### config.mk
export PLATFORM = sky130hd
export DESIGN_NAME = dcfg_top
export DESIGN_NICKNAME = d
export VERILOG_FILES = /design/src/rtl/dcfg_top.v /design/src/rtl/dcfg_timer.v
export VERILOG_INCLUDE_DIRS = /design/src /design/src/rtl
export SDC_FILE = /design/constraint.sdc
export NUM_CORES = 1
export LEC_CHECK = 0
export CAP_MARGIN = 20
export CELL_PAD_IN_SITES_DETAIL_PLACEMENT = 0
export CELL_PAD_IN_SITES_GLOBAL_PLACEMENT = 1
export CORE_MARGIN = 2
export CORE_UTILIZATION = 35
export DETAILED_ROUTE_END_ITERATION = 10
export DONT_BUFFER_PORTS = 1
export PLACE_DENSITY = 0.67
export SLEW_MARGIN = 30
export SYNTH_ARGS = -nofsm -noshare
export SYNTH_HDL_FRONTEND = slang
export SYNTH_SLANG_ARGS = --single-unit
### constraint.sdc
create_clock -name clk_sys -period 3.2 [get_ports clk_sys]
set_input_delay 0.48 -clock clk_sys [delete_from_list [all_inputs] [get_ports clk_sys]]
set_output_delay 0.48 -clock clk_sys [all_outputs]
set_load 0.05 [all_outputs]
### src/rtl/dcfg_defines.vh
// constants for the device configuration block: offsets, fields, resets, timing
`ifndef DCFG_DEFINES_VH
`define DCFG_DEFINES_VH

// ----------------------------------------------------------------
// register byte offsets
// ----------------------------------------------------------------
`define DCFG_ADDR_TIMER_CONTROL    8'h84
`define DCFG_ADDR_TIMER_RSVD       8'h85
`define DCFG_ADDR_TIMER_LOW        8'h86
`define DCFG_ADDR_TIMER_HIGH       8'h87
`define DCFG_ADDR_SAMPLING         8'h88
`define DCFG_ADDR_ANCILLARY_RSVD   8'h89
`define DCFG_ADDR_SOFT_RESET       8'h8a
`define DCFG_ADDR_SLEEP            8'h8b
`define DCFG_ADDR_REVISION         8'h8c
`define DCFG_ADDR_IDENTIFIER       8'h8d
`define DCFG_ADDR_BCAST_EEPROM     8'h8e
`define DCFG_ADDR_PIN_INT_EN       8'h8f
`define DCFG_ADDR_PIN_LEVEL        8'h90
`define DCFG_ADDR_PIN_TRISTATE     8'h91
`define DCFG_ADDR_PIN_INVERT       8'h92
`define DCFG_ADDR_PIN_DIRECTION    8'h93

// ----------------------------------------------------------------
// field positions
// ----------------------------------------------------------------
`define DCFG_TC_INT_EN             0
`define DCFG_TC_RUN                1
`define DCFG_TC_ONE_SHOT           2
`define DCFG_TC_EXT_CLK            3
`define DCFG_TC_ROUTE_PIN0         4
`define DCFG_TC_USED_MASK          8'h1f
// broadcast/eeprom byte: bits 16..23 of the dword land on 0..7
`define DCFG_BE_BROADCAST          0
`define DCFG_BE_EE_CLOCK           4
`define DCFG_BE_EE_SELECT          5
`define DCFG_BE_EE_DATA_TO         6
`define DCFG_BE_EE_DATA_FROM       7

// ----------------------------------------------------------------
// reset values
// ----------------------------------------------------------------
`define DCFG_RST_BYTE_ZERO         8'h00
`define DCFG_RST_PIN_DIRECTION     8'hff
`define DCFG_RST_TIMER_VALUE       16'h0000

// ----------------------------------------------------------------
// channel 0 interrupt source codes
// ----------------------------------------------------------------
`define DCFG_CODE_NONE             3'h0
`define DCFG_CODE_PIN              3'h6
`define DCFG_CODE_TIMER            3'h7

// ----------------------------------------------------------------
// timing
// ----------------------------------------------------------------
`define DCFG_WAKE_CRYSTAL_CLOCKS   6'h20

`endif

### src/rtl/dcfg_top.v
// device configuration block: timer, sampling, soft reset, sleep, id, eeprom port, pins
//
// Contract
// - sixteen-bit down counter, crystal or external clock
// - bit0 enables timer interrupt; control read clears
// - bit1 zero pauses, one starts counter
// - bit2 zero retriggers, one gives one-shot
// - bit3 selects crystal or external clock pin
// - bit4 routes timer interrupt to output pin0
// - reload value low/high bytes, default zero
// - timer time-out reported in channel 0 code
// - one sampling bit per channel, one is 8X
// - soft reset bit pulses channel reset, self-clears
// - sleep only when every idle condition holds
// - oscillator stops asleep, all eight enables set
// - wake on rx start, tx load, modem change
// - re-sleep after service; never while interrupt pending
// - ready after 32 crystal clocks; special interrupt
// - identifier: family nibble, channel count nibble
// - read-only revision code
// - bit16 broadcasts writes; 19..17 reserved
// - write-only bits drive eeprom clock, select, data
// - bit23 reads eeprom data-out pin level
// - pins: inverted input or driven output; ORed interrupt
// - pin interrupt edge-sensed, inputs only, level-read clears
// - direction bit one is input, reset all ones
// - tristate bit one floats output pin
// - timer code seven, pin code six
`timescale 1ns/1ps
module dcfg_top #(
    parameter [3:0] FAMILY_CODE   = 4'h5,   // arbitrary value
    parameter [3:0] CHANNEL_COUNT = 4'h8,
    parameter [7:0] REVISION_CODE = 8'h07   // arbitrary value
) (
    // clock and reset
    input  wire        clk_sys,
    input  wire        rst,
    // register port, byte wide
    input  wire [7:0]  reg_addr,
    input  wire        reg_wr,
    input  wire        reg_rd,
    input  wire [7:0]  reg_wdata,
    output reg  [7:0]  reg_rdata,
    output reg         reg_rvalid,
    // timer clocks
    input  wire        crystal_tick,
    input  wire        external_timer_clock_pin,
    // channel configuration outputs
    output reg  [7:0]  sampling_rate_select,
    output reg  [7:0]  channel_reset_pulse,
    output reg         broadcast_write,
    output reg  [2:0]  chan0_int_code,
    // channel status for sleep
    input  wire [7:0]  chan_int_pending,
    input  wire [7:0]  divisor_nonzero,
    input  wire [7:0]  modem_delta_flag,
    input  wire [7:0]  rx_input,
    input  wire [7:0]  tx_load,
    input  wire [7:0]  modem_input_change,
    input  wire        int_indicator_read,
    // sleep state
    output reg         asleep,
    output reg         oscillator_enable,
    output reg         device_ready,
    output reg         wake_interrupt,
    // serial eeprom
    output reg         eeprom_clock_out,
    output reg         eeprom_select_out,
    output reg         eeprom_data_to_memory,
    input  wire        eeprom_data_from_memory,
    // multipurpose pins
    input  wire [7:0]  multipurpose_pins_in,
    output reg  [7:0]  multipurpose_pins_out,
    output reg  [7:0]  multipurpose_pins_oe
);
`include "dcfg_defines.vh"

    localparam [1:0] ST_AWAKE  = 2'h0;
    localparam [1:0] ST_ASLEEP = 2'h1;
    localparam [1:0] ST_WAKING = 2'h2;

    reg  [7:0]  timer_control_reg;
    reg  [15:0] timer_reload_reg;
    reg  [7:0]  sleep_enable_reg;
    reg  [7:0]  pin_interrupt_enable_reg;
    reg  [7:0]  pin_level_reg;
    reg  [7:0]  pin_output_tristate_reg;
    reg  [7:0]  pin_input_invert_reg;
    reg  [7:0]  pin_direction_reg;
    reg         timer_pending_reg;
    reg         pin_pending_reg;
    reg         ext_clk_prev_reg;
    reg  [7:0]  rx_prev_reg;
    reg  [7:0]  pin_active_prev_reg;
    reg  [1:0]  sleep_state_reg;
    reg  [5:0]  wake_count_reg;
    reg         timer_restart_reg;
    reg  [7:0]  rdata_next;

    wire        wr_timer_control;
    wire        rd_timer_control;
    wire        rd_pin_level;
    wire        timer_tick;
    wire        timer_timeout;
    wire [7:0]  pin_active;
    wire [7:0]  pin_edge;
    wire [7:0]  pin_level_view;
    wire        timer_int_live;
    wire        sleep_allowed;
    wire        wake_event;

    assign wr_timer_control = reg_wr && (reg_addr == `DCFG_ADDR_TIMER_CONTROL);
    assign rd_timer_control = reg_rd && (reg_addr == `DCFG_ADDR_TIMER_CONTROL);
    assign rd_pin_level     = reg_rd && (reg_addr == `DCFG_ADDR_PIN_LEVEL);

    // ------------------------------------------------------------
    // timer clock select
    // ------------------------------------------------------------
    // the external pin is counted on its rising edge at clk_sys rate,
    // so it must stay below half of clk_sys
    assign timer_tick = timer_control_reg[`DCFG_TC_EXT_CLK] ?
                        (external_timer_clock_pin && !ext_clk_prev_reg) :
                        crystal_tick;

    dcfg_timer u_timer (
        .clk_sys     (clk_sys),
        .rst         (rst),
        .count_tick  (timer_tick),
        .run         (timer_control_reg[`DCFG_TC_RUN]),
        .one_shot    (timer_control_reg[`DCFG_TC_ONE_SHOT]),
        .restart     (timer_restart_reg),
        .reload      (timer_reload_reg),
        .timeout_reg (timer_timeout)
    );

    assign timer_int_live = timer_pending_reg && timer_control_reg[`DCFG_TC_INT_EN];

    // ------------------------------------------------------------
    // pin interrupt sensing
    // ------------------------------------------------------------
    // a pin is active when its corrected input equals its level bit;
    // only the rising of that comparison raises the interrupt
    genvar gi;
    generate
        for (gi = 0; gi < 8; gi = gi + 1) begin : g_pin
            assign pin_active[gi] = pin_direction_reg[gi] && pin_interrupt_enable_reg[gi] &&
                                    ((multipurpose_pins_in[gi] ^ pin_input_invert_reg[gi]) ==
                                     pin_level_reg[gi]);
            assign pin_edge[gi] = pin_active[gi] && !pin_active_prev_reg[gi];
            assign pin_level_view[gi] = pin_direction_reg[gi] ?
                                        (multipurpose_pins_in[gi] ^ pin_input_invert_reg[gi]) :
                                        pin_level_reg[gi];
        end
    endgenerate

    // ------------------------------------------------------------
    // sleep conditions
    // ------------------------------------------------------------
    assign sleep_allowed = (chan_int_pending == 8'h00) && (divisor_nonzero == 8'hff) &&
                           (sleep_enable_reg == 8'hff) && (modem_delta_flag == 8'h00) &&
                           (rx_input == 8'hff) && !wake_interrupt &&
                           !timer_int_live && !pin_pending_reg;
    assign wake_event = ((rx_prev_reg & ~rx_input) != 8'h00) ||
                        (tx_load != 8'h00) || (modem_input_change != 8'h00);

    // ------------------------------------------------------------
    // register writes
    // ------------------------------------------------------------
    always @(posedge clk_sys) begin
        if (rst) begin
            timer_control_reg        <= `DCFG_RST_BYTE_ZERO;
            timer_reload_reg         <= `DCFG_RST_TIMER_VALUE;
            sampling_rate_select     <= `DCFG_RST_BYTE_ZERO;
            channel_reset_pulse      <= `DCFG_RST_BYTE_ZERO;
            sleep_enable_reg         <= `DCFG_RST_BYTE_ZERO;
            broadcast_write          <= 1'b0;
            eeprom_clock_out         <= 1'b0;
            eeprom_select_out        <= 1'b0;
            eeprom_data_to_memory    <= 1'b0;
            pin_interrupt_enable_reg <= `DCFG_RST_BYTE_ZERO;
            pin_level_reg            <= `DCFG_RST_BYTE_ZERO;
            pin_output_tristate_reg  <= `DCFG_RST_BYTE_ZERO;
            pin_input_invert_reg     <= `DCFG_RST_BYTE_ZERO;
            pin_direction_reg        <= `DCFG_RST_PIN_DIRECTION;
            timer_restart_reg        <= 1'b0;
        end else begin
            channel_reset_pulse <= `DCFG_RST_BYTE_ZERO;
            timer_restart_reg   <= 1'b0;
            if (reg_wr) begin
                if (reg_addr == `DCFG_ADDR_TIMER_CONTROL) begin
                    timer_control_reg <= reg_wdata & `DCFG_TC_USED_MASK;
                    timer_restart_reg <= reg_wdata[`DCFG_TC_RUN];
                end else if (reg_addr == `DCFG_ADDR_TIMER_LOW) begin
                    timer_reload_reg[7:0] <= reg_wdata;
                end else if (reg_addr == `DCFG_ADDR_TIMER_HIGH) begin
                    timer_reload_reg[15:8] <= reg_wdata;
                end else if (reg_addr == `DCFG_ADDR_SAMPLING) begin
                    sampling_rate_select <= reg_wdata;
                end else if (reg_addr == `DCFG_ADDR_SOFT_RESET) begin
                    channel_reset_pulse <= reg_wdata;
                end else if (reg_addr == `DCFG_ADDR_SLEEP) begin
                    sleep_enable_reg <= reg_wdata;
                end else if (reg_addr == `DCFG_ADDR_BCAST_EEPROM) begin
                    broadcast_write       <= reg_wdata[`DCFG_BE_BROADCAST];
                    eeprom_clock_out      <= reg_wdata[`DCFG_BE_EE_CLOCK];
                    eeprom_select_out     <= reg_wdata[`DCFG_BE_EE_SELECT];
                    eeprom_data_to_memory <= reg_wdata[`DCFG_BE_EE_DATA_TO];
                end else if (reg_addr == `DCFG_ADDR_PIN_INT_EN) begin
                    pin_interrupt_enable_reg <= reg_wdata;
                end else if (reg_addr == `DCFG_ADDR_PIN_LEVEL) begin
                    pin_level_reg <= reg_wdata;
                end else if (reg_addr == `DCFG_ADDR_PIN_TRISTATE) begin
                    pin_output_tristate_reg <= reg_wdata;
                end else if (reg_addr == `DCFG_ADDR_PIN_INVERT) begin
                    pin_input_invert_reg <= reg_wdata;
                end else if (reg_addr == `DCFG_ADDR_PIN_DIRECTION) begin
                    pin_direction_reg <= reg_wdata;
                end
                // reserved, read-only and unmapped offsets ignore writes
            end
        end
    end

    // ------------------------------------------------------------
    // read data mux
    // ------------------------------------------------------------
    always @* begin
        rdata_next = 8'h00;
        if (reg_addr == `DCFG_ADDR_TIMER_CONTROL) begin
            rdata_next = timer_control_reg;
        end else if (reg_addr == `DCFG_ADDR_TIMER_LOW) begin
            rdata_next = timer_reload_reg[7:0];
        end else if (reg_addr == `DCFG_ADDR_TIMER_HIGH) begin
            rdata_next = timer_reload_reg[15:8];
        end else if (reg_addr == `DCFG_ADDR_SAMPLING) begin
            rdata_next = sampling_rate_select;
        end else if (reg_addr == `DCFG_ADDR_SLEEP) begin
            rdata_next = sleep_enable_reg;
        end else if (reg_addr == `DCFG_ADDR_REVISION) begin
            rdata_next = REVISION_CODE;
        end else if (reg_addr == `DCFG_ADDR_IDENTIFIER) begin
            rdata_next = {FAMILY_CODE, CHANNEL_COUNT};
        end else if (reg_addr == `DCFG_ADDR_BCAST_EEPROM) begin
            rdata_next = {eeprom_data_from_memory, 6'h00, broadcast_write};
        end else if (reg_addr == `DCFG_ADDR_PIN_INT_EN) begin
            rdata_next = pin_interrupt_enable_reg;
        end else if (reg_addr == `DCFG_ADDR_PIN_LEVEL) begin
            rdata_next = pin_level_view;
        end else if (reg_addr == `DCFG_ADDR_PIN_TRISTATE) begin
            rdata_next = pin_output_tristate_reg;
        end else if (reg_addr == `DCFG_ADDR_PIN_INVERT) begin
            rdata_next = pin_input_invert_reg;
        end else if (reg_addr == `DCFG_ADDR_PIN_DIRECTION) begin
            rdata_next = pin_direction_reg;
        end
    end

    // registered read answer, one cycle after the strobe
    always @(posedge clk_sys) begin
        if (rst) begin
            reg_rdata  <= 8'h00;
            reg_rvalid <= 1'b0;
        end else begin
            reg_rvalid <= reg_rd;
            if (reg_rd) begin
                reg_rdata <= rdata_next;
            end
        end
    end

    // ------------------------------------------------------------
    // interrupt flags and channel 0 code
    // ------------------------------------------------------------
    // set wins over a clearing read in the same cycle so no event is lost
    always @(posedge clk_sys) begin
        if (rst) begin
            timer_pending_reg   <= 1'b0;
            pin_pending_reg     <= 1'b0;
            ext_clk_prev_reg    <= 1'b0;
            pin_active_prev_reg <= 8'h00;
            chan0_int_code      <= `DCFG_CODE_NONE;
        end else begin
            ext_clk_prev_reg    <= external_timer_clock_pin;
            pin_active_prev_reg <= pin_active;
            if (timer_timeout) begin
                timer_pending_reg <= 1'b1;
            end else if (rd_timer_control) begin
                timer_pending_reg <= 1'b0;
            end
            if (pin_edge != 8'h00) begin
                pin_pending_reg <= 1'b1;
            end else if (rd_pin_level) begin
                pin_pending_reg <= 1'b0;
            end
            // pin source outranks the timer, which has the lowest priority
            if (pin_pending_reg) begin
                chan0_int_code <= `DCFG_CODE_PIN;
            end else if (timer_int_live) begin
                chan0_int_code <= `DCFG_CODE_TIMER;
            end else begin
                chan0_int_code <= `DCFG_CODE_NONE;
            end
        end
    end

    // ------------------------------------------------------------
    // multipurpose pin drivers
    // ------------------------------------------------------------
    always @(posedge clk_sys) begin
        if (rst) begin
            multipurpose_pins_out <= 8'h00;
            multipurpose_pins_oe  <= 8'h00;
        end else begin
            multipurpose_pins_oe  <= ~pin_direction_reg & ~pin_output_tristate_reg;
            multipurpose_pins_out <= pin_level_reg;
            if (timer_control_reg[`DCFG_TC_ROUTE_PIN0] && !pin_direction_reg[0]) begin
                multipurpose_pins_out[0] <= timer_int_live;
            end
        end
    end

    // ------------------------------------------------------------
    // sleep state machine
    // ------------------------------------------------------------
    // crystal ticks pause while asleep, so the ready count only runs
    // once the oscillator is back
    always @(posedge clk_sys) begin
        if (rst) begin
            sleep_state_reg   <= ST_AWAKE;
            wake_count_reg    <= 6'h00;
            rx_prev_reg       <= 8'hff;
            asleep            <= 1'b0;
            oscillator_enable <= 1'b1;
            device_ready      <= 1'b1;
            wake_interrupt    <= 1'b0;
        end else begin
            rx_prev_reg <= rx_input;
            if (int_indicator_read) begin
                wake_interrupt <= 1'b0;
            end
            case (sleep_state_reg)
                ST_AWAKE: begin
                    if (sleep_allowed) begin
                        sleep_state_reg   <= ST_ASLEEP;
                        asleep            <= 1'b1;
                        oscillator_enable <= 1'b0;
                        device_ready      <= 1'b0;
                    end
                end
                ST_ASLEEP: begin
                    if (wake_event || sleep_enable_reg != 8'hff) begin
                        sleep_state_reg   <= ST_WAKING;
                        asleep            <= 1'b0;
                        oscillator_enable <= 1'b1;
                        wake_count_reg    <= 6'h00;
                        wake_interrupt    <= 1'b1;
                    end
                end
                ST_WAKING: begin
                    if (crystal_tick) begin
                        if (wake_count_reg == `DCFG_WAKE_CRYSTAL_CLOCKS - 6'h01) begin
                            sleep_state_reg <= ST_AWAKE;
                            device_ready    <= 1'b1;
                        end else begin
                            wake_count_reg <= wake_count_reg + 6'h01;
                        end
                    end
                end
                default: begin
                    sleep_state_reg <= ST_AWAKE;
                end
            endcase
        end
    end

endmodule

### src/rtl/dcfg_timer.v
// sixteen-bit down-counting timer core with reload and one-shot option
`timescale 1ns/1ps
module dcfg_timer (
    // clock and reset
    input  wire        clk_sys,
    input  wire        rst,
    // control
    input  wire        count_tick,
    input  wire        run,
    input  wire        one_shot,
    input  wire        restart,
    input  wire [15:0] reload,
    // event
    output reg         timeout_reg
);
`include "dcfg_defines.vh"

    reg  [15:0] count_reg;
    reg         spent_reg;

    // ------------------------------------------------------------
    // counter
    // ------------------------------------------------------------
    // a restart reloads and re-arms; a spent one-shot holds until then
    always @(posedge clk_sys) begin
        if (rst) begin
            count_reg   <= `DCFG_RST_TIMER_VALUE;
            spent_reg   <= 1'b0;
            timeout_reg <= 1'b0;
        end else begin
            timeout_reg <= 1'b0;
            if (restart) begin
                count_reg <= reload;
                spent_reg <= 1'b0;
            end else if (run && !spent_reg && count_tick) begin
                if (count_reg == 16'h0000 || count_reg == 16'h0001) begin
                    timeout_reg <= 1'b1;
                    count_reg   <= reload;
                    spent_reg   <= one_shot;
                end else begin
                    count_reg <= count_reg - 16'h0001;
                end
            end
        end
    end

endmodule

; ---- Yosys cells after proc, flatten, opt, wreduce, memory -nomap -nowiden
; Cells that the tools add are included.
[word_totals]
ff_bits = 167
output_inout_bits = 52
wordCells = 244
in_bits = 80
[classes]
n_bitwise = 26
n_addsub = 2
n_reduce_logical = 91
n_mux = 54
n_eq_ne = 35
[ops]
columns = op, count
row1 = $eq A8 B8 Y1 const B, 17
row2 = $mux W8, 13
row3 = $mux W16, 3
row4 = $logic_and A1 B1 Y1, 38
row5 = $reduce_bool A8 Y1, 4
row6 = $mux W1, 24
row7 = $not A8 Y8, 3
row8 = $mux W6, 3
row9 = $and A8 B8 Y8, 2
row10 = $eq A16 B1 Y1 const B, 1
row11 = $logic_not A16 Y1, 1
row12 = $logic_not A8 Y1, 2
row13 = $reduce_and A4 Y1, 4
row14 = $sub A16 B1 Y16 const B, 1
row15 = $logic_not A1 Y1, 14
row16 = $not A1 Y1, 13
row17 = $reduce_and A13 Y1, 1
row18 = $pmux W6 S2, 1
row19 = $reduce_and A12 Y1, 1
row20 = $reduce_bool A2 Y1, 6
row21 = $reduce_and A11 Y1, 1
row22 = $ne A2 B2 Y1 const B, 5
row23 = $reduce_and A10 Y1, 1
row24 = $reduce_and A9 Y1, 1
row25 = 21 further kinds, 48

; ---- Longest topological paths before layout
; Gate-level depths: netlist of the first run.
[logic_depth]
word_depth = 14
mapped_depth = 9
ltp_nobuf = 7

; ---- By module
; From an unflattened synthesis of the first run, not the netlist that was laid out.
[hier_totals]
hier_cells = 903
area_unflattened_um2 = 8034.0
[modules_own_cells]
columns = mod, area_each_um2, seq_area_each_um2, n_inst, cells_each
row1 = dcfg_top, 6721.4, 2962.8, 1, 756
row2 = dcfg_timer, 1312.5, 360.3, 1, 147

; ---- Worst setup path after synthesis of the first run
; OpenSTA, ideal clock, no wires.
[synth_timing]
path_kind = input to register
start = input port reg_addr[1]
end = register pin_input_invert_reg[0]
setup_time_ps = 128
t_required_ps = 3072
cell_stages = 7
slack_ps = 997
arrival_ps = 2075
path_buffers = 3
path_cell_list = clkbuf_1 -> clkbuf_1 -> clkbuf_1 -> nor2b_1 -> nand3_1 -> mux2i_1 -> nor2_1
[synth_via]
elab_chain_cells = 3
elab_cells_between_ends = 22
classes_between = eq/ne: 11 / bitwise: 10 / reduce/logical: 1
[synth_rtl]
columns = element, line_no
row1 = start: declaration, dcfg_top.v:39  ; input wire [7:0] reg_addr,
row2 = $eq A8 B8 Y1 (no line), --
row3 = $not A1 Y1 (no line), --
row4 = $reduce_and A12 Y1 (no line) (*), --
row5 = end signal: assignment, dcfg_top.v:183  ; pin_input_invert_reg <= `DCFG_RST_BYTE_ZERO;
row6 = end signal: assignment, dcfg_top.v:215  ; pin_input_invert_reg <= reg_wdata;
row7 = end: declaration, dcfg_top.v:88  ; reg [7:0] pin_input_invert_reg;
; Every way passes the cells marked *; elsewhere a longest branch is shown, timed or not.
; A chain may end at the register's enable or synchronous reset.

; ---- Final worst setup path of the first run
[layout_timing]
start = register u_timer.count_reg[8]
end = register u_timer.count_reg[14]
[layout_via]
elab_chain_cells = 5
elab_cells_between_ends = 7
classes_between = add/sub: 1 / eq/ne: 1 / mux: 3 / reduce/logical: 2
[layout_rtl]
columns = element, line_no
row1 = start: declaration, dcfg_timer.v:18  ; reg [15:0] count_reg;
row2 = start signal: assignment, dcfg_timer.v:27  ; count_reg <= `DCFG_RST_TIMER_VALUE;
row3 = start signal: assignment, dcfg_timer.v:33  ; count_reg <= reload;
row4 = start signal: assignment, dcfg_timer.v:38  ; count_reg <= reload;
row5 = "parallel branches: the longest is 2 deep, another holds $sub A16 B1 Y16", --
row6 = $mux W16 (*), dcfg_timer.v:36  ; if (count_reg == 16'h0000 || count_reg == 16'h0001) begin
row7 = $mux W16 (*), dcfg_timer.v:35  ; end else if (run && !spent_reg && count_tick) begin
row8 = $mux W16 (*), dcfg_timer.v:32  ; if (restart) begin
; Mark *: on every way between the ends. The select of a mux whose other input is x is not followed.

==> impl_metrics.toml, run 1 <==
[yosys]
synth_top_family_by_area = "simple AND/OR/NAND/NOR gates"
yosysUniqueCellTypes = 68
synthAdderAreaFrac = 0.00486
synth_top_area_frac = 0.430
synth_mux_area_frac = 0.0954
synthFlopType = "dfxtp_1"
synthTopCellsByArea = "dfxtp_1 43%, mux2i_1 7.6%, nand2_1 4.9%"
syn_area_mm2 = 0.00772
syn-num-nets = 980
synth-compound-area-share = 0.140
synth_enable_flop_cells = 0
synth_area_leader_cell = "dfxtp_1"
synth-xor-area-share = 0.0313
synth_warnings = 0
synth-seq-cells = 166
synthSimpleGateAreaFrac = 0.258
async_reset_ff_frac = 0
seq_area_frac_synth = 0.430
avgSynthCellArea_um2 = 8.61
synth_cells = 897

[route]
wire_per_inst_um = 20.4
drtIter0Drc = 480
vias_per_cell = 5.52
drc = 0
drt-total-wl_mm = 23.8
vias = 6440
first_pass_iters = 5
ant_nets = 0

[clock_tree]
cts_hold_buffers = 0
h-tree-depth = 4
cts_root_buf = "clkbuf_16"
numCtsBuffers = 17
cts_setup_buffers = 0
cts_sinks = 166
clk_latency_ps = 440
cts-resized-gates = 0
cts_tree = "built"
cts_buffer_depth = 2
cts.clk_slew.worst_paths_ps = 80

[power_and_ir_drop]
power_frac_clock = 0.476
p_sw_mw = 0.976
p_leak_nw = 3.17
power_frac_seq = 0.496
vdd_ir_drop_max_v = 0.000278
intPower_mw = 3.23
switching_share = 0.232
comb_power_share = 0.028
power.density_mw_per_mm2 = 493

[place]
dp.cells = 1134
place_hpwl_mm = 16.5
numPortBuffers = 0
place_ws_ps = 797
gp_congestion = 0.832

[worst_setup_path]
cp_data_arrival_time_ps = 2750
end_kind = "register"
start_kind = "register"
crit_fanout = 9
required_ps = 3510
cp_top_family = "simple AND/OR/NAND/NOR gates"
max_stage_delay_ps = 600
crit_type = "register to register"
crit_chain = "or4_1 -> nor2_1 -> a41oi_2 -> buf_4 -> mux2i_1 -> a2111oi_0"
cp_slowest_cell = "or4_1"
r2r_start = "u_timer.count_reg[8]"
r2r-end = "u_timer.count_reg[14]"
reg2regPathDepth = 6
r2r_setup_slack_ps = 760
crit_buf_inv = 1

[timing]
period_needed_ps = 2440
max_freq_mhz = 410
slew_viol_final = 0
skew_ps = 13.2
grt_setup_unrepaired = "no"
max-slew-margin-rel = 0.366
fin_crit_sh = 0.762
tightest_slew_ps = 949
final-hold-violation-count = 0
finalSetupTns_ps = 0
fin_ws_ps = 761
setup_viol = 0

[floorplan]
ios = 132
die_area_mm2 = 0.0233
core_area_mm2 = 0.0218
start_util = 0.355
row_count = 54
die_y_um = 153
dieWidth_um = 153

[global_routing]
grt_overflow = 0
antenna_found_initial = 0
grt_pass1_vias = 6107
grt_usage = 0.205
grt_max_degree = 142
grt_pass1_wl_mm = 37.2

[worst_hold_path]
hold_depth = 1
hold_class = "input port to register"
min_to = "u_timer.count_reg[15]"
min_from = "rst"

[flow_run]
drv_cap = 0

[finish]
fillers = 2200
fin_nets = 956
area_growth_pct = 10.5
instances_no_fill = 1166
n_antenna_cell = 0
drive_above_1_share = 0.0880

[run_status]
outcome = "finished clean"
-- Yosys cell counts, types with 6 or more instances --
cell type / instances
nand4_1: 10
and2_1: 11
xnor3_1: 8
inv_1: 20
a21oi_1: 73
dfxtp_1: 166
nor4_1: 13
nor2_1: 92
nor3_1: 31
a2111oi_0: 6
nand3b_1: 7
nor2b_1: 16
o22ai_1: 7
mux2i_1: 59
nor3b_1: 8
nand2_1: 100
clkbuf_1: 48
nand2b_1: 13
buf_2: 6
or2_2: 11
o21ai_0: 22
mux2_2: 9
nand3_1: 43
-- cell usage in the layout, fill, tap and decap left out, drive strengths merged, types with 7 or more instances in the layout --
cell	netlist	final
and2	13	13
or2	11	11
nand2	100	100
mux2	9	9
nor2b	16	16
dfxtp	166	166
o22ai	7	7
nor4	13	13
clkbuf	48	19
a2111oi	7	7
a21oi	73	73
nand4	10	10
buf	12	17
nand3b	7	7
nor2	92	92
o21ai	23	23
inv	20	24
nor3b	8	8
nor3	33	33
mux2i	59	59
nand3	43	43
nand2b	13	13
xnor3	8	8
-- power groups by stage --
stage / Combinational (mW) / Sequential, mW / Clock (mW)
after global placement: 0.116 / 2.13 / 0
after CTS: 0.116 / 2.09 / 2.06
final: 0.116 / 2.09 / 2.00
after detailed placement: 0.116 / 2.13 / 0
after floorplan: 0.144 / 2.13 / 0
after global routing: 0.128 / 2.09 / 2.14
-- worst reg2reg max path: cells and delay by family, from the launching register on --
| family | cells | cell delay (ps) |
|---|---|---|
| multiplexers | 1 | 120 |
| flip-flops | 1 | 340 |
| AO/OA/AOI/OAI | 2 | 680 |
| AND/OR/NAND/NOR | 2 | 860 |
| buffers and inverters | 1 | 300 |
-- through the flow --
step	utilization	power (mW)	instance area (µm²)	hold WS, ps
after floorplan	-	2.28	7720	412
after global placement	0.366	2.25	7970	428
after detailed placement	0.366	2.25	7970	435
after CTS	0.392	4.26	8540	106
after global routing	0.392	4.35	8540	89.2
final	0.392	4.21	8540	109
-- layout make-up --
cell class	count	area [µm²]	share of cell area
multi-input cells	650	4090	0.479
clock buffers	19	443	0.0519
inverters	21	78.8	0.00923
well taps	280	350	0.0410
repair buffers	17	128	0.0149
clock inverters	13	121	0.0142
flip-flops and latches	166	3320	0.389
-- routing by layer --
layer	track usage	share of wire	vias to the layer above
met2	0.313	0.45	190
met3	0.0580	0.068	16
met4	0.0485	0.011	0
met1	0.287	0.47	3078
met5	0	0	-
li1	-	-	3156
-- cells by family after synthesis --
family | count (synthesis)
AND/OR/NAND/NOR | 393
AO/OA/AOI/OAI | 169
flip-flops | 166
buffers and inverters | 81
multiplexers | 70
XOR/XNOR | 15
adder cells (fa/ha/maj) | 3
-- how the worst max path moves through the flow --
| stage | slack (ps) | startpoint | endpoint | cells after the start |
|---|---|---|---|---|
| after global routing | 550 | u_timer.count_reg[8] | u_timer.count_reg[14] | 6 |
| after floorplan | 1000 | reg_addr[1] | pin_input_invert_reg[0] | 7 |
| after detailed placement | 800 | u_timer.count_reg[8] | u_timer.count_reg[5] | 6 |
| after CTS | 780 | u_timer.count_reg[8] | u_timer.count_reg[5] | 6 |
| final | 760 | u_timer.count_reg[8] | u_timer.count_reg[14] | 6 |
| after global placement | 830 | reg_addr[6] | timer_reload_reg[0] | 5 |
No activity file was read; power rests on OpenSTA's default activity.
==> run 2: changes to the inputs <==
clock period = 2.4 ns   (was 3.2 ns; I/O delays follow)
==> run 2 against run 1 <==
First-iteration DRC count up 17%. Hold slack worse by 89 ps. Worst setup slack worse by 560 ps. Routed wire length up 2.0%. Clock power up 44%. Clock skew down 3.3 ps. Global-route usage up 0.20 points. Power up 39%. Via count up 3.1%. Design area up 2.9%.
==> impl_metrics.toml, run 2 (synthesis gave the netlist of run 1 again) <==
[finish]
fillers = 2218
drive_above_1_share = 0.113
area_growth_pct = 13.8
layout_commonest_cell = "dfxtp_1"
finalInstanceArea_mm2 = 0.00879
final_cell_mix = "166 x dfxtp_1, 100 x nand2_1, 92 x nor2_1, 73 x a21oi_1, 59 x mux2i_1"
fin_nets = 980
n_antenna_cell = 0

[floorplan]
dieWidth_um = 153
die_area_mm2 = 0.0233
core_area_mm2 = 0.0218
die_y_um = 153
ios = 132
row_count = 54
start_util = 0.355

[route]
drt-total-wl_mm = 24.3
first_pass_iters = 4
drc = 0
vias_per_cell = 5.58
drtIter0Drc = 560
wire_per_inst_um = 20.4
ant_nets = 0
vias = 6638

[worst_setup_path]
r2r_start = "u_timer.count_reg[8]"
crit_chain = "or4_1 -> or4_4 -> nor3_2 -> o21ai_1 -> a2111oi_2"
cp_data_arrival_time_ps = 2540
path_depth = 5
reg2regPathDepth = 5
max_stage_delay_ps = 600
crit_fanout = 5
cp_top_family = "simple AND/OR/NAND/NOR gates"
start_kind = "register"
cp_slowest_cell = "or4_1"
crit_type = "register to register"
crit_buf_inv = 0
end_kind = "register"
required_ps = 2740
startpoint = "u_timer.count_reg[8]"

[global_routing]
grt_overflow = 0
grt_pass1_wl_mm = 37.3
grt_max_degree = 121
grt_usage = 0.207
antenna_found_initial = 0
grt_pass1_vias = 6083

[timing]
period_needed_ps = 2200
finalSetupTns_ps = 0
max_freq_mhz = 454
fin_crit_sh = 0.918
max-slew-margin-rel = 0.566
slew_viol_final = 0
grt_setup_unrepaired = "no"
setup_viol = 0
skew_ps = 9.83
tightest_slew_ps = 651
final-hold-violation-count = 0

[place]
place_hpwl_mm = 16.6
gp_congestion = 0.835
placed_area_mm2 = 0.00814
numPortBuffers = 0

[flow_run]
drv_cap = 0

[clock_tree]
h-tree-depth = 4
cts.clk_slew.worst_paths_ps = 70
cts_buffer_depth = 2
clk_latency_ps = 440
cts_tree = "built"
cts_root_buf = "clkbuf_16"
numCtsBuffers = 17
cts_sinks = 166

[worst_hold_path]
hold_depth = 1
hold_class = "input port to register"
min_from = "rx_input[7]"

[power_and_ir_drop]
power.density_mw_per_mm2 = 663
vdd_ir_drop_max_v = 0.000345
p_leak_nw = 3.32

[run_status]
outcome = "finished clean"
## run 2: cell types whose count changed in the layout (fill, tap and decap cells not counted), moves of 2 or more
cell,previous run,this run
clkinvlp_4,5,2
bufinv_16,1,3
buf_4,17,39
buf_12,0,2
## run 2: per-stage QoR
stage / power (mW) / std cells / util / hold WS, ps / worst slack, ps
CTS: 5.88 / 1187 / 0.403 / 2.10 / 199
global route: 6.01 / 1190 / 0.404 / 2.20 / 16.0
floorplan: 3.04 / 897 / - / 412 / 285
global placement: 3.01 / 1154 / 0.374 / 431 / 235
detailed placement: 3.01 / 1154 / 0.374 / 434 / 209
finish: 5.83 / 1190 / 0.404 / 20.9 / 197
## run 2: path summary, 6_finish.rpt
check	to	slack [ps]
max	u_timer.count_reg[15]	200
min	rx_prev_reg[7]	20
max reg2reg	u_timer.count_reg[15]	200
min reg2reg	multipurpose_pins_oe[5]	450
## run 2: worst reg2reg max path: stages (launching register included)
cell	delay [ps]
dfxtp_1	340
or4_1	600
or4_4	560
nor3_2	140
o21ai_1	90
a2111oi_2	370
## run 2: cell type report
type | instances | area [µm²] | share of cell area
multi-input cells | 650 | 4100 | 0.466
well taps | 280 | 350 | 0.0399
flip-flops and latches | 166 | 3320 | 0.378
inverters | 21 | 78.8 | 0.00897
clock inverters | 14 | 175 | 0.0199
repair buffers | 41 | 333 | 0.0379
clock buffers | 18 | 429 | 0.0488
## run 2: metal layers
layer / share of wire / vias to the layer above / global-route usage
met3: 0.064 / 32 / 0.0583
met1: 0.47 / 3173 / 0.283
met5: 0 / - / 0
met2: 0.45 / 219 / 0.319
met4: 0.017 / 0 / 0.0591
li1: - / 3214 / -
## run 2: power by group
part / internal, mW / switching [mW] / total, mW
combinational: 0.0842 / 0.0918 / 0.176
clock: 1.65 / 1.22 / 2.87
sequential: 2.77 / 0.0163 / 2.78
## run 2: timing repair
item,4_1_cts,5_1_grt
gates resized for setup,0,2
hold buffers,1,0
setup buffers,0,3
hold endpoints to repair,22,0
endpoints found under the setup margin,0,4
==> run 3: changes to the inputs <==
CORE_UTILIZATION = 47   (was 35)
CTS_BUF_LIST = sky130_fd_sc_hd__clkbuf_4 sky130_fd_sc_hd__clkbuf_8 sky130_fd_sc_hd__clkbuf_16   (was default)
PLACE_DENSITY = 0.85   (was 0.67)
==> run 3 against run 2 <==
First-iteration DRC count grew 44%. Worst setup slack lost 87 ps. Via count grew 1.6%. Register-to-register slack lost 90 ps. Clock power shrank 4%. Critical endpoint unchanged. Largest power group is now registers.
==> impl_metrics.toml, run 3 (synthesis gave the netlist of run 1 again) <==
[run_status]
outcome = "finished clean"

[clock_tree]
cts_root_buf = "clkbuf_16"
cts_sinks = 166
numCtsBuffers = 17
clk_latency_ps = 430
h-tree-depth = 4
cts_tree = "built"
cts_buffer_depth = 2
cts.clk_slew.worst_paths_ps = 70

[power_and_ir_drop]
vdd_ir_drop_max_v = 0.000505
power.density_mw_per_mm2 = 661
p_leak_nw = 3.27

[finish]
drive_above_1_share = 0.107
fin_nets = 973
n_antenna_cell = 0
postLayoutCoreUtil = 0.539
layout_commonest_cell = "dfxtp_1"
final_cell_mix = "166 x dfxtp_1, 100 x nand2_1, 91 x nor2_1, 73 x a21oi_1, 59 x mux2i_1"
instances_no_fill = 1119
area_growth_pct = 11.7

[worst_setup_path]
crit_chain = "or4_1 -> or4_4 -> nor3_2 -> o21ai_1 -> a2111oi_2"
r2r-end = "u_timer.count_reg[15]"
r2r_setup_slack_ps = 110
crit_buf_inv = 0
r2r_start = "u_timer.count_reg[8]"
end_kind = "register"
required_ps = 2730
crit_type = "register to register"
cp_data_arrival_time_ps = 2620
cp_slowest_cell = "or4_1"
crit_fanout = 5
reg2regPathDepth = 5
start_kind = "register"
max_stage_delay_ps = 640
cp_top_family = "simple AND/OR/NAND/NOR gates"

[floorplan]
die_y_um = 132
die_area_mm2 = 0.0175
row_count = 46
ios = 132
core_area_mm2 = 0.0160
start_util = 0.483
dieWidth_um = 132

[route]
drtIter0Drc = 806
vias = 6746
first_pass_iters = 5
ant_nets = 0
vias_per_cell = 6.03
wire_per_inst_um = 20.5
drt-total-wl_mm = 22.9
drc = 0

[global_routing]
grt_pass1_wl_mm = 35.7
busiest_layer = "met2"
met3_usage = 0.0604
grt_overflow = 0
grtUsageMet2 = 0.408
antenna_found_initial = 0
grt_pass1_vias = 6293
met1_usage = 0.361
grt_usage = 0.262
grt_max_degree = 134

[timing]
tightest_slew_ps = 743
skew_ps = 9.44
finalSetupTns_ps = 0
max_freq_mhz = 437
period_needed_ps = 2290
setup_viol = 0
fin_ws_ps = 111
fin_crit_sh = 0.954
slew_viol_final = 0
max-slew-margin-rel = 0.501
holdWs_ps = 21.3
final-hold-violation-count = 0

[worst_hold_path]
hold_depth = 1
min_to = "u_timer.count_reg[11]"
hold_class = "input port to register"
min_from = "rst"

[place]
numPortBuffers = 0
place_ws_ps = 172
place_hpwl_mm = 15.6
gp_congestion = 0.902
dp.cells = 1085

[flow_run]
drv_cap = 0
run 3: metal layers:
layer	wire [µm]	up-vias
met1	9980	3216
li1	-	3191
met2	10500	307
met4	477	0
met3	1980	32
met5	0	-
run 3: worst max-delay path by stage:
stage	slack, ps	end	startpoint	cells after the start
6_report	110	u_timer.count_reg[15]	u_timer.count_reg[8]	5
5_1_grt	-20	u_timer.count_reg[11]	u_timer.count_reg[8]	6
4_1_cts	130	u_timer.count_reg[14]	u_timer.count_reg[8]	5
3_5_place_dp	170	u_timer.count_reg[11]	u_timer.count_reg[8]	5
3_3_place_gp	240	device_ready	modem_delta_flag[2]	5
2_1_floorplan	280	u_timer.count_reg[15]	u_timer.count_reg[4]	6
run 3: layout make-up:
cell class,count,area (µm²)
fillers,1551,7370
well taps,216,270
clock buffers,21,468
clock inverters,11,126
inverters,21,78.8
repair buffers,34,260
flip-flops and latches,166,3320
multi-input cells,650,4100
run 3: timing repair:
action	in CTS	in global routing
endpoints found under the setup margin	0	4
hold endpoints to repair	9	5
resized for setup	0	4
hold buffers	1	1
buffers inserted	0	0
run 3: power by group:
part,total (mW),switching (mW),internal [mW]
clock network,2.76,1.15,1.61
logic,0.164,0.0868,0.0772
registers,2.78,0.0161,2.77
total,5.70,1.25,4.45
run 3: metrics by stage:
stage / power [mW] / cell area (µm²)
final: 5.70 / 8630
after global routing: 5.86 / 8630
after CTS: 5.74 / 8610
after detailed placement: 3.00 / 8010
after global placement: 3.00 / 8010
after floorplan: 3.04 / 7720
